**src/logic/lbr_pkg.sv**
```systemverilog
// Constants, register map and types shared by the local bus resource block
package lbr_pkg;
	localparam int unsigned CLK_HZ = 10_000_000;
	localparam int unsigned US_PER_S = 1_000_000;
	localparam int unsigned CYC_PER_US = (CLK_HZ + US_PER_S - 1) / US_PER_S;
	localparam logic [3:0] PRESC_LAST = 4'(CYC_PER_US - 1);

	localparam int unsigned N_TICK = 6;
	localparam int unsigned N_SWI = 8;
	localparam int unsigned N_MASTER = 5;

	// Register word indices on the Avalon slave (byte address is four times the index)
	localparam logic [3:0] REG_CTRL = 4'h0;
	localparam logic [3:0] REG_STATUS = 4'h1;
	localparam logic [3:0] REG_WD_PERIOD = 4'h2;
	localparam logic [3:0] REG_WD_KICK = 4'h3;
	localparam logic [3:0] REG_SWI = 4'h4;
	localparam logic [3:0] REG_TICK_EN = 4'h5;
	localparam logic [3:0] REG_ARB_GNT = 4'h6;
	localparam logic [3:0] REG_TICK_BASE = 4'h8;

	// Control register fields
	localparam int unsigned CTRL_LBT_EN = 0;
	localparam int unsigned CTRL_LBT_SEL = 1;
	localparam int unsigned CTRL_WD_EN = 3;
	localparam int unsigned CTRL_WD_ACT = 4;
	localparam logic [5:0] CTRL_RESET = 6'h00;

	// Status register fields
	localparam int unsigned STAT_TICK = 0;
	localparam int unsigned STAT_WD = 8;
	localparam int unsigned STAT_LBT = 9;

	localparam logic [31:0] WD_PERIOD_RESET = 32'h000F4240;
	localparam logic [31:0] TICK_PERIOD_RESET = 32'h00000000;

	// Local bus timeout limits in microseconds
	localparam int unsigned LBT_8_US = 8;
	localparam int unsigned LBT_64_US = 64;
	localparam int unsigned LBT_256_US = 256;

	// Length of a watchdog reset pulse
	localparam int unsigned WD_RST_CYC = 16;

	typedef enum logic [1:0] {
		LBT_LIM_8 = 2'b00,
		LBT_LIM_64 = 2'b01,
		LBT_LIM_256 = 2'b10,
		LBT_LIM_INF = 2'b11
	} lbt_sel_t;

	typedef enum logic [1:0] {
		WD_ACT_LOCAL = 2'b00,
		WD_ACT_FAIL = 2'b01,
		WD_ACT_SYS = 2'b10,
		WD_ACT_NONE = 2'b11
	} wd_act_t;

	typedef enum logic [1:0] {
		LBT_IDLE = 2'b00,
		LBT_RUN = 2'b01,
		LBT_ERR = 2'b10,
		LBT_WAIT = 2'b11
	} lbt_state_t;
endpackage

```
**src/logic/tick_if.sv**
```systemverilog
// Control and event signals between the register file and one tick timer
`timescale 1ns/10ps
interface tick_if;
	logic en;
	logic [31:0] period;
	logic expire;
	modport ctrl (output en, output period, input expire);
	modport timer (input en, input period, output expire);
endinterface

```
**src/logic/bus_arbiter.sv**
```systemverilog
// Fixed-priority local bus arbiter, index 0 highest
`timescale 1ns/10ps
module bus_arbiter (
	// Clock and reset
	input wire logic mclk_i,
	input wire logic rstn_i,
	// Requests and grants
	input wire logic [4:0] req_i,
	output logic [4:0] gnt_o
);
	logic [4:0] gnt_ff;
	logic [4:0] nxt_gnt;

	function automatic logic [4:0] pick(input logic [4:0] r);
		logic [4:0] g;
		g = 5'h00;
		for (int i = 4; i >= 0; i--) begin
			if (r[i]) begin
				g = 5'h00;
				g[i] = 1'b1;
			end
		end
		return g;
	endfunction

	always_comb begin
		nxt_gnt = gnt_ff;
		if ((gnt_ff & req_i) == 5'h00) begin
			nxt_gnt = pick(req_i);
		end
	end

	always_ff @(posedge mclk_i) begin
		if (!rstn_i) begin
			gnt_ff <= 5'h00;
		end else begin
			gnt_ff <= nxt_gnt;
		end
	end

	assign gnt_o = gnt_ff;
endmodule

```
**src/logic/local_bus_res.sv**
```systemverilog
// Local bus support resources: tick timers, watchdog, soft interrupts, bus timeout, arbiter
// Contract
// - Six independent 32-bit tick timers counting in one microsecond steps.
// - Each tick timer raises its interrupt repeatedly at the programmed period.
// - Enabled watchdog times out unless software restarts it within the interval.
// - Watchdog timeout drives the selected system reset, local reset or fail.
// - Only the backplane-side build can drive the system reset action.
// - Eight software-set interrupt lines give real hardware interrupt requests.
// - Enabled bus timer ends an overlong access with a transfer error acknowledge.
// - Bus timeout limit selectable: 8, 64, 256 microseconds or none.
// - The bus timer does not run for backplane-bound cycles.
// - Only the backplane-side build recognises offboard accesses.
// - Fixed priority: network, module DMA, SCSI, backplane slave, processor.
// - Unclaimed addresses end by bus timeout, so software must enable it.
`timescale 1ns/10ps
module local_bus_res #(
	parameter bit HAS_BACKPLANE = 1'b1
) (
	// Clock and reset
	input wire logic mclk_i,
	input wire logic rstn_i,
	// Avalon-MM slave
	input wire logic [3:0] avs_address_i,
	input wire logic avs_read_i,
	input wire logic avs_write_i,
	input wire logic [31:0] avs_writedata_i,
	output logic [31:0] avs_readdata_o,
	output logic avs_waitrequest_o,
	// Local bus cycle monitor
	input wire logic lb_cycle_i,
	input wire logic lb_offboard_i,
	input wire logic lb_done_i,
	output logic transfer_error_ack_o,
	// Arbitration
	input wire logic [lbr_pkg::N_MASTER-1:0] arb_req_i,
	output logic [lbr_pkg::N_MASTER-1:0] arb_gnt_o,
	// Interrupt requests
	output logic [lbr_pkg::N_TICK-1:0] tick_irq_o,
	output logic [lbr_pkg::N_SWI-1:0] swi_irq_o,
	// Watchdog actions
	output logic sysreset_o,
	output logic local_reset_o,
	output logic board_fail_o
);
	import lbr_pkg::*;

	localparam logic [4:0] RST_LAST = 5'(WD_RST_CYC - 1);

	function automatic logic [8:0] lbt_limit(input logic [1:0] sel);
		case (sel)
			LBT_LIM_8: return 9'(LBT_8_US);
			LBT_LIM_64: return 9'(LBT_64_US);
			default: return 9'(LBT_256_US);
		endcase
	endfunction

	// Microsecond prescaler
	logic [3:0] presc_ff;
	logic [3:0] nxt_presc;
	logic us_tick;

	always_comb begin
		nxt_presc = (presc_ff == PRESC_LAST) ? 4'h0 : presc_ff + 4'h1;
	end

	always_ff @(posedge mclk_i) begin
		if (!rstn_i) begin
			presc_ff <= 4'h0;
		end else begin
			presc_ff <= nxt_presc;
		end
	end

	assign us_tick = (presc_ff == PRESC_LAST);

	// Avalon handshake: one wait state, then read data and write strobe
	logic ack_ff;
	logic nxt_ack;
	logic [31:0] rdata_ff;
	logic [31:0] nxt_rdata;
	logic wr_en;
	logic access;

	assign access = avs_read_i | avs_write_i;
	assign avs_waitrequest_o = access & ~ack_ff;
	assign wr_en = avs_write_i & ack_ff;
	assign avs_readdata_o = rdata_ff;

	// Software state
	logic [5:0] ctrl_ff;
	logic [5:0] nxt_ctrl;
	logic [31:0] wd_period_ff;
	logic [31:0] nxt_wd_period;
	logic [N_SWI-1:0] swi_ff;
	logic [N_SWI-1:0] nxt_swi;
	logic [N_TICK-1:0] tick_en_ff;
	logic [N_TICK-1:0] nxt_tick_en;
	logic [31:0] tick_period_ff [N_TICK];
	logic [31:0] nxt_tick_period [N_TICK];
	logic [N_TICK-1:0] tick_flag_ff;
	logic [N_TICK-1:0] nxt_tick_flag;
	logic wd_flag_ff;
	logic nxt_wd_flag;
	logic lbt_flag_ff;
	logic nxt_lbt_flag;
	logic [N_TICK-1:0] tick_exp;
	logic wd_kick;
	logic wd_expire;
	logic lbt_fire;
	logic [31:0] stat_clr;

	assign wd_kick = wr_en && avs_address_i == REG_WD_KICK;
	assign stat_clr = (wr_en && avs_address_i == REG_STATUS) ? avs_writedata_i : 32'h00000000;

	function automatic logic [31:0] read_mux(input logic [3:0] a);
		logic [31:0] d;
		d = 32'h00000000;
		if (a == REG_CTRL) begin
			d[5:0] = ctrl_ff;
		end else if (a == REG_STATUS) begin
			d[STAT_TICK +: N_TICK] = tick_flag_ff;
			d[STAT_WD] = wd_flag_ff;
			d[STAT_LBT] = lbt_flag_ff;
		end else if (a == REG_WD_PERIOD) begin
			d = wd_period_ff;
		end else if (a == REG_SWI) begin
			d[N_SWI-1:0] = swi_ff;
		end else if (a == REG_TICK_EN) begin
			d[N_TICK-1:0] = tick_en_ff;
		end else if (a == REG_ARB_GNT) begin
			d[N_MASTER-1:0] = arb_gnt_o;
		end else if (a >= REG_TICK_BASE && a < REG_TICK_BASE + 4'(N_TICK)) begin
			d = tick_period_ff[3'(a - REG_TICK_BASE)];
		end
		return d;
	endfunction

	always_comb begin
		nxt_ack = access & ~ack_ff;
		nxt_rdata = rdata_ff;
		if (avs_read_i && !ack_ff) begin
			nxt_rdata = read_mux(avs_address_i);
		end
	end

	always_ff @(posedge mclk_i) begin
		if (!rstn_i) begin
			ack_ff <= 1'b0;
			rdata_ff <= 32'h00000000;
		end else begin
			ack_ff <= nxt_ack;
			rdata_ff <= nxt_rdata;
		end
	end

	// Register writes; hardware set wins over software clear
	always_comb begin
		nxt_ctrl = ctrl_ff;
		nxt_wd_period = wd_period_ff;
		nxt_swi = swi_ff;
		nxt_tick_en = tick_en_ff;
		for (int i = 0; i < N_TICK; i++) begin
			nxt_tick_period[i] = tick_period_ff[i];
		end
		if (wr_en) begin
			if (avs_address_i == REG_CTRL) begin
				nxt_ctrl = avs_writedata_i[5:0];
			end else if (avs_address_i == REG_WD_PERIOD) begin
				nxt_wd_period = avs_writedata_i;
			end else if (avs_address_i == REG_SWI) begin
				nxt_swi = avs_writedata_i[N_SWI-1:0];
			end else if (avs_address_i == REG_TICK_EN) begin
				nxt_tick_en = avs_writedata_i[N_TICK-1:0];
			end else if (avs_address_i >= REG_TICK_BASE &&
					avs_address_i < REG_TICK_BASE + 4'(N_TICK)) begin
				nxt_tick_period[3'(avs_address_i - REG_TICK_BASE)] = avs_writedata_i;
			end
		end
		nxt_tick_flag = (tick_flag_ff & ~stat_clr[STAT_TICK +: N_TICK]) | tick_exp;
		nxt_wd_flag = (wd_flag_ff & ~stat_clr[STAT_WD]) | wd_expire;
		nxt_lbt_flag = (lbt_flag_ff & ~stat_clr[STAT_LBT]) | lbt_fire;
	end

	always_ff @(posedge mclk_i) begin
		if (!rstn_i) begin
			ctrl_ff <= CTRL_RESET;
			wd_period_ff <= WD_PERIOD_RESET;
			swi_ff <= '0;
			tick_en_ff <= '0;
			for (int i = 0; i < N_TICK; i++) begin
				tick_period_ff[i] <= TICK_PERIOD_RESET;
			end
			tick_flag_ff <= '0;
			wd_flag_ff <= 1'b0;
			lbt_flag_ff <= 1'b0;
		end else begin
			ctrl_ff <= nxt_ctrl;
			wd_period_ff <= nxt_wd_period;
			swi_ff <= nxt_swi;
			tick_en_ff <= nxt_tick_en;
			for (int i = 0; i < N_TICK; i++) begin
				tick_period_ff[i] <= nxt_tick_period[i];
			end
			tick_flag_ff <= nxt_tick_flag;
			wd_flag_ff <= nxt_wd_flag;
			lbt_flag_ff <= nxt_lbt_flag;
		end
	end

	assign swi_irq_o = swi_ff;
	assign tick_irq_o = tick_flag_ff;

	// Tick timers
	tick_if tif [N_TICK] ();

	for (genvar g = 0; g < N_TICK; g++) begin : g_tick
		assign tif[g].en = tick_en_ff[g];
		assign tif[g].period = tick_period_ff[g];
		assign tick_exp[g] = tif[g].expire;
		tick_timer u_tick (
			.mclk_i(mclk_i),
			.rstn_i(rstn_i),
			.us_tick_i(us_tick),
			.tif(tif[g])
		);
	end

	// Watchdog
	logic wd_en;
	logic [1:0] wd_act;
	logic [31:0] wd_cnt_ff;
	logic [31:0] nxt_wd_cnt;
	logic wd_exp_ff;
	logic nxt_wd_exp;
	logic [4:0] rst_cnt_ff;
	logic [4:0] nxt_rst_cnt;
	logic rst_act_ff;
	logic nxt_rst_act;
	logic rst_sys_ff;
	logic nxt_rst_sys;

	assign wd_en = ctrl_ff[CTRL_WD_EN];
	assign wd_act = ctrl_ff[CTRL_WD_ACT +: 2];
	assign wd_expire = wd_exp_ff;

	always_comb begin
		nxt_wd_cnt = wd_cnt_ff;
		nxt_wd_exp = 1'b0;
		if (!wd_en || wd_kick) begin
			nxt_wd_cnt = 32'h00000000;
		end else if (us_tick && !wd_flag_ff) begin
			if (wd_cnt_ff >= wd_period_ff - 32'h00000001) begin
				nxt_wd_exp = 1'b1;
				nxt_wd_cnt = 32'h00000000;
			end else begin
				nxt_wd_cnt = wd_cnt_ff + 32'h00000001;
			end
		end
	end

	// Reset pulse; system reset falls back to local reset without a backplane
	always_comb begin
		nxt_rst_cnt = rst_cnt_ff;
		nxt_rst_act = rst_act_ff;
		nxt_rst_sys = rst_sys_ff;
		if (wd_exp_ff && (wd_act == WD_ACT_LOCAL || wd_act == WD_ACT_SYS)) begin
			nxt_rst_act = 1'b1;
			nxt_rst_cnt = 5'h00;
			nxt_rst_sys = (wd_act == WD_ACT_SYS) && HAS_BACKPLANE;
		end else if (rst_act_ff) begin
			if (rst_cnt_ff == RST_LAST) begin
				nxt_rst_act = 1'b0;
				nxt_rst_sys = 1'b0;
			end else begin
				nxt_rst_cnt = rst_cnt_ff + 5'h01;
			end
		end
	end

	always_ff @(posedge mclk_i) begin
		if (!rstn_i) begin
			wd_cnt_ff <= 32'h00000000;
			wd_exp_ff <= 1'b0;
			rst_cnt_ff <= 5'h00;
			rst_act_ff <= 1'b0;
			rst_sys_ff <= 1'b0;
		end else begin
			wd_cnt_ff <= nxt_wd_cnt;
			wd_exp_ff <= nxt_wd_exp;
			rst_cnt_ff <= nxt_rst_cnt;
			rst_act_ff <= nxt_rst_act;
			rst_sys_ff <= nxt_rst_sys;
		end
	end

	assign sysreset_o = rst_act_ff & rst_sys_ff;
	assign local_reset_o = rst_act_ff & ~rst_sys_ff;
	assign board_fail_o = wd_flag_ff & (wd_act == WD_ACT_FAIL);

	// Local bus access timer
	lbt_state_t lbt_st_ff;
	lbt_state_t nxt_lbt_st;
	logic [8:0] lbt_cnt_ff;
	logic [8:0] nxt_lbt_cnt;
	logic lbt_arm;
	logic offboard;

	// Only the backplane-side build can see offboard cycles
	assign offboard = HAS_BACKPLANE & lb_offboard_i;
	assign lbt_arm = ctrl_ff[CTRL_LBT_EN] &&
		ctrl_ff[CTRL_LBT_SEL +: 2] != LBT_LIM_INF && !offboard;

	always_comb begin
		nxt_lbt_st = lbt_st_ff;
		nxt_lbt_cnt = lbt_cnt_ff;
		case (lbt_st_ff)
			LBT_IDLE: begin
				nxt_lbt_cnt = 9'h000;
				if (lb_cycle_i && !lb_done_i && lbt_arm) begin
					nxt_lbt_st = LBT_RUN;
				end
			end
			LBT_RUN: begin
				if (lb_done_i || !lb_cycle_i || !lbt_arm) begin
					nxt_lbt_st = LBT_IDLE;
				end else if (us_tick) begin
					if (lbt_cnt_ff >= lbt_limit(ctrl_ff[CTRL_LBT_SEL +: 2])) begin
						nxt_lbt_st = LBT_ERR;
					end else begin
						nxt_lbt_cnt = lbt_cnt_ff + 9'h001;
					end
				end
			end
			LBT_ERR: begin
				nxt_lbt_st = LBT_WAIT;
			end
			default: begin
				if (!lb_cycle_i) begin
					nxt_lbt_st = LBT_IDLE;
				end
			end
		endcase
	end

	always_ff @(posedge mclk_i) begin
		if (!rstn_i) begin
			lbt_st_ff <= LBT_IDLE;
			lbt_cnt_ff <= 9'h000;
		end else begin
			lbt_st_ff <= nxt_lbt_st;
			lbt_cnt_ff <= nxt_lbt_cnt;
		end
	end

	assign lbt_fire = (lbt_st_ff == LBT_ERR);
	assign transfer_error_ack_o = lbt_fire;

	// Arbiter
	bus_arbiter u_arb (
		.mclk_i(mclk_i),
		.rstn_i(rstn_i),
		.req_i(arb_req_i),
		.gnt_o(arb_gnt_o)
	);
endmodule

```
**src/logic/tick_timer.sv**
```systemverilog
// One 32-bit periodic tick timer counting microsecond strobes
`timescale 1ns/10ps
module tick_timer (
	// Clock and reset
	input wire logic mclk_i,
	input wire logic rstn_i,
	// Microsecond strobe
	input wire logic us_tick_i,
	// Control from the register file
	tick_if.timer tif
);
	logic [31:0] cnt_ff;
	logic [31:0] nxt_cnt;
	logic exp_ff;
	logic nxt_exp;

	// Period zero leaves the timer parked
	always_comb begin
		nxt_cnt = cnt_ff;
		nxt_exp = 1'b0;
		if (!tif.en || tif.period == 32'h00000000) begin
			nxt_cnt = 32'h00000000;
		end else if (us_tick_i) begin
			if (cnt_ff >= tif.period - 32'h00000001) begin
				nxt_cnt = 32'h00000000;
				nxt_exp = 1'b1;
			end else begin
				nxt_cnt = cnt_ff + 32'h00000001;
			end
		end
	end

	always_ff @(posedge mclk_i) begin
		if (!rstn_i) begin
			cnt_ff <= 32'h00000000;
			exp_ff <= 1'b0;
		end else begin
			cnt_ff <= nxt_cnt;
			exp_ff <= nxt_exp;
		end
	end

	assign tif.expire = exp_ff;
endmodule
```
**config.mk**
```make
export PLATFORM = sky130hd
export DESIGN_NAME = local_bus_res
export DESIGN_NICKNAME = d
export VERILOG_FILES = /design/src/logic/lbr_pkg.sv /design/src/logic/tick_if.sv /design/src/logic/bus_arbiter.sv /design/src/logic/local_bus_res.sv /design/src/logic/tick_timer.sv
export SDC_FILE = /design/constraint.sdc
export NUM_CORES = 2
export LEC_CHECK = 0
export BUFFER_PORTS_ARGS = -buffer_cell sky130_fd_sc_hd__buf_4
export CAP_MARGIN = 20
export CORE_MARGIN = 3
export CORE_UTILIZATION = 59
export CTS_BUF_LIST = sky130_fd_sc_hd__clkbuf_4
export DETAILED_ROUTE_END_ITERATION = 7
export PLACE_DENSITY = 0.84
export SYNTH_ARGS = -nofsm -noshare
export SYNTH_HDL_FRONTEND = slang
export SYNTH_SLANG_ARGS = --single-unit
export TNS_END_PERCENT = 10
```
**constraint.sdc**
```tcl
create_clock -name mclk_i -period 4.6 [get_ports mclk_i]
set_input_delay 0.92 -clock mclk_i [delete_from_list [all_inputs] [get_ports mclk_i]]
set_output_delay 0.92 -clock mclk_i [all_outputs]
set_load 0.005 [all_outputs]
```
==> flow_summary.ini <==
[timing]
max_slew_margin_pct = 26.0
fmax_mhz = 229
report.final.slew_viol_count = 0
skew_ns = 0.0609
setup_violations = 0
setup_slack_ns = 0.227
setup_tns_ns = 0
worst_pin_slew_ns = 1.11
hold_viol = 0
timing.final.crit_period_ns = 4.37
period_share_pct = 95.1

[worst_setup_path]
end_kind = flip-flop
critPathKind = flip-flop to flip-flop
worstPathRequired_ns = 5.46
arrival_ns = 5.23
crit_path_start_kind = flip-flop
crit_fanout = 29

[placed_design]
place_congestion = 0.997
place_area_sq_um = 34100
dp_slack_ns = 0.0505
numPortBuffers = 103
post-dp-hpwl_mm = 70.6

[route]
via_per_inst = 6.17
drt_iter0_markers = 3318
antenna_violating_nets_post_route = 0
wirelength_mm = 97.6
wl_per_cell_um = 20.0
vias = 30000
drt_pass1_iterations = 6
drc = 0

[yosys]
synthArstFlopShare_pct = 0
syn_inst = 3961
synthXorXnorAreaFrac_pct = 11.3
synth_mux_area_share_pct = 4.09
avgSynthCellArea_sq_um = 8.23
syn_area_sq_um = 32600
synth_compound_gate_area_share_pct = 13.6
synth-edff-count = 0
synth_warnings = 0
ys_seq_elements = 543
yosysSeqAreaShare_pct = 33.3
yosys.area_share.simple_pct = 24.9
yosysTopAreaCell = dfxtp_1
synth_nets = 4262
synth_cell_types = 74
yosysTopAreaCellShare_pct = 33.3
synth_fa_ha_area_share_pct = 9.71
synth_top_family_by_area = simple AND/OR/NAND/NOR gates
synthTopCellsByArea = dfxtp_1 (33%), ha_1 (9.7%), nand2_1 (8.1%)
ys.flop_type = dfxtp_1

[grt]
track_usage_pct = 32.8
antenna_found_initial = 2
grt_remaining_overflow = 0
grt_pass1_vias = 27700
grt_pass1_wl_mm = 150
grt_max_degree = 93

[layout]
final_area_sq_um = 35900
layout.nets = 4384
drive_gt1_share_pct = 10.9
final_util_pct = 66.2
syn2layout_area_growth_pct = 10.1
fill_cells = 4361

[clock_tree]
cts_tree = done
cts_buffer_depth = 3
holdBufCountCts = 0
postCtsSetupBuffers = 0
clock-sinks = 543
cts_root_buffer = clkbuf_4
cts_made_buffers = 143
clock_latency_ns = 1.02
path_clk_slew_ns = 0.07
htreeDepth = 4

[floorplan]
start_util_pct = 60.1
io-pin-count = 104
die_y_um = 241
die_x_um = 241
core_area_sq_um = 54200
die_area_sq_um = 58100
row_count = 85

[pwr]
p_leak_uw = 0.0146
peakVddDrop_uv = 215
power_density_nw_per_um2 = 274

[run]
max_cap_viol_count = 0

[status]
outcome = finished, final reports clean

[min_path]
hp-class = input port to flip-flop
Yosys cell counts (9+ instances only):
cell type  number
xor2_1        186
nor3b_1         9
o211ai_1       11
and3_1         45
or2_2          13
nand4_1       100
nor3_1        113
and2_1         20
inv_1          60
clkbuf_1      168
nand2_1       707
nand2b_1       20
buf_1          10
ha_1          253
dfxtp_1       543
and4_1         28
a21oi_1       129
nor2b_1        53
a2111oi_0      34
mux4_2         32
nor2_1        399
nor4_1         58
nand3_1       111
mux2i_1        58
a21boi_0      223
a211oi_1       37
o21ai_0        78
or3_1          20
or4_1          31
a21o_1         60
nand3b_1       11
xnor2_1       235
path summary, 6_finish.rpt:
kind | startpoint | endpoint | slack, ns | cells past startpoint
worst max-delay path | tick_period_ff[1][2] | g_tick[1].u_tick.cnt_ff[12] | 0.23 | 16
worst max register to register | tick_period_ff[1][2] | g_tick[1].u_tick.cnt_ff[12] | 0.23 | 16
worst min register to register | avs_readdata_o[17] | avs_readdata_o[17] | 0.46 | 2
worst min-delay path | arb_req_i[0] | u_arb.gnt_o[0] | 0.20 | 3
flip-flops by register name (all words and copies together), names as in the netlist, 2 cells and up:
signal,count
avs_readdata_o,32
ctrl_ff,6
g_tick.u_tick.cnt_ff,192
g_tick.u_tick.tif.expire,6
lbt_cnt_ff,9
lbt_st_ff,2
presc_ff,4
rst_cnt_ff,5
swi_irq_o,8
tick_en_ff,6
tick_irq_o,6
tick_period_ff,192
u_arb.gnt_o,5
wd_cnt_ff,32
wd_period_ff,32
cells by family after synthesis:
group | Yosys count
flip-flops | 543
multiplexers | 93
AND/OR/NAND/NOR | 1755
AO/OA/AOI/OAI | 647
XOR/XNOR | 421
adder cells (fa/ha/maj) | 253
buffers and inverters | 249
area by class of cell:
cell class / count / area [sq um] / share of cell area [%]
antenna: 4 / 10.0 / 0.0279
clock buffer: 196 / 1470 / 4.10
clock inverter: 38 / 292 / 0.812
inverter: 60 / 225 / 0.627
multi-input combinational: 3169 / 20900 / 58.1
sequential: 543 / 10900 / 30.3
tap: 696 / 871 / 2.43
timing repair buffer: 166 / 1290 / 3.61
routing by layer:
layer	up-vias	routed length [um]	GRT usage [%]
met5	-	0	0
li1	14200	-	-
met3	379	10700	8.17
met2	1569	42100	49.4
met4	0	6410	20.2
met1	13900	38400	42.3
timing repair:
item,4_1_cts,5_1_grt
endpoints found under the setup margin,0,181
resized for setup,0,11
endpoints found under the hold margin,0,0
critical path, stage by stage (launching register included):
cell and delay, ns:
dfxtp_1 0.31, or4_1 0.61, nor4_4 0.36, nor4b_4 0.31, nand2_1 0.10, or3_1 0.36
nor4_1 0.28, xnor2_1 0.13, ha_1 0.34, nand4_1 0.12, nor3_1 0.31, nand2_1 0.08
o22ai_1 0.21, o22ai_1 0.22, o21bai_2 0.22, buf_12 0.20, nor2_1 0.07
per-stage QoR:
stage / std cells / hold WS [ns] / power [uW]
floorplan: 3961 / 0.433 / 5340
global placement: 4633 / 0.439 / 5580
detailed placement: 4634 / 0.449 / 5600
CTS: 4868 / 0.135 / 9830
global route: 4872 / 0.177 / 10200
finish: 4872 / 0.200 / 9820
power by group:
part	leakage, uW	switching, uW	internal, uW
clock	0.00104	2060	2240
sequential	0.00438	29.2	4720
combinational	0.00918	477	293
total	0.0146	2570	7250
cells in the final DEF, fill, tap and decap left out, types with 28 or more instances in the layout:
| cell type | n |
|---|---|
| or4_1 | 31 |
| mux2i_1 | 58 |
| and3_1 | 44 |
| a21o_1 | 60 |
| nand4_1 | 100 |
| a21oi_1 | 128 |
| a21boi_0 | 222 |
| buf_4 | 162 |
| nand2_1 | 707 |
| ha_1 | 253 |
| nand3_1 | 111 |
| xor2_1 | 186 |
| o21ai_0 | 78 |
| xnor2_1 | 235 |
| nor3_1 | 107 |
| inv_1 | 60 |
| nor2b_1 | 53 |
| nor2_1 | 394 |
| a2111oi_0 | 34 |
| clkbuf_4 | 196 |
| dfxtp_1 | 543 |
| mux4_2 | 32 |
| and4_1 | 28 |
| a211oi_1 | 37 |
| nor4_1 | 54 |
Note: power is estimated with default switching activity, not from simulation.
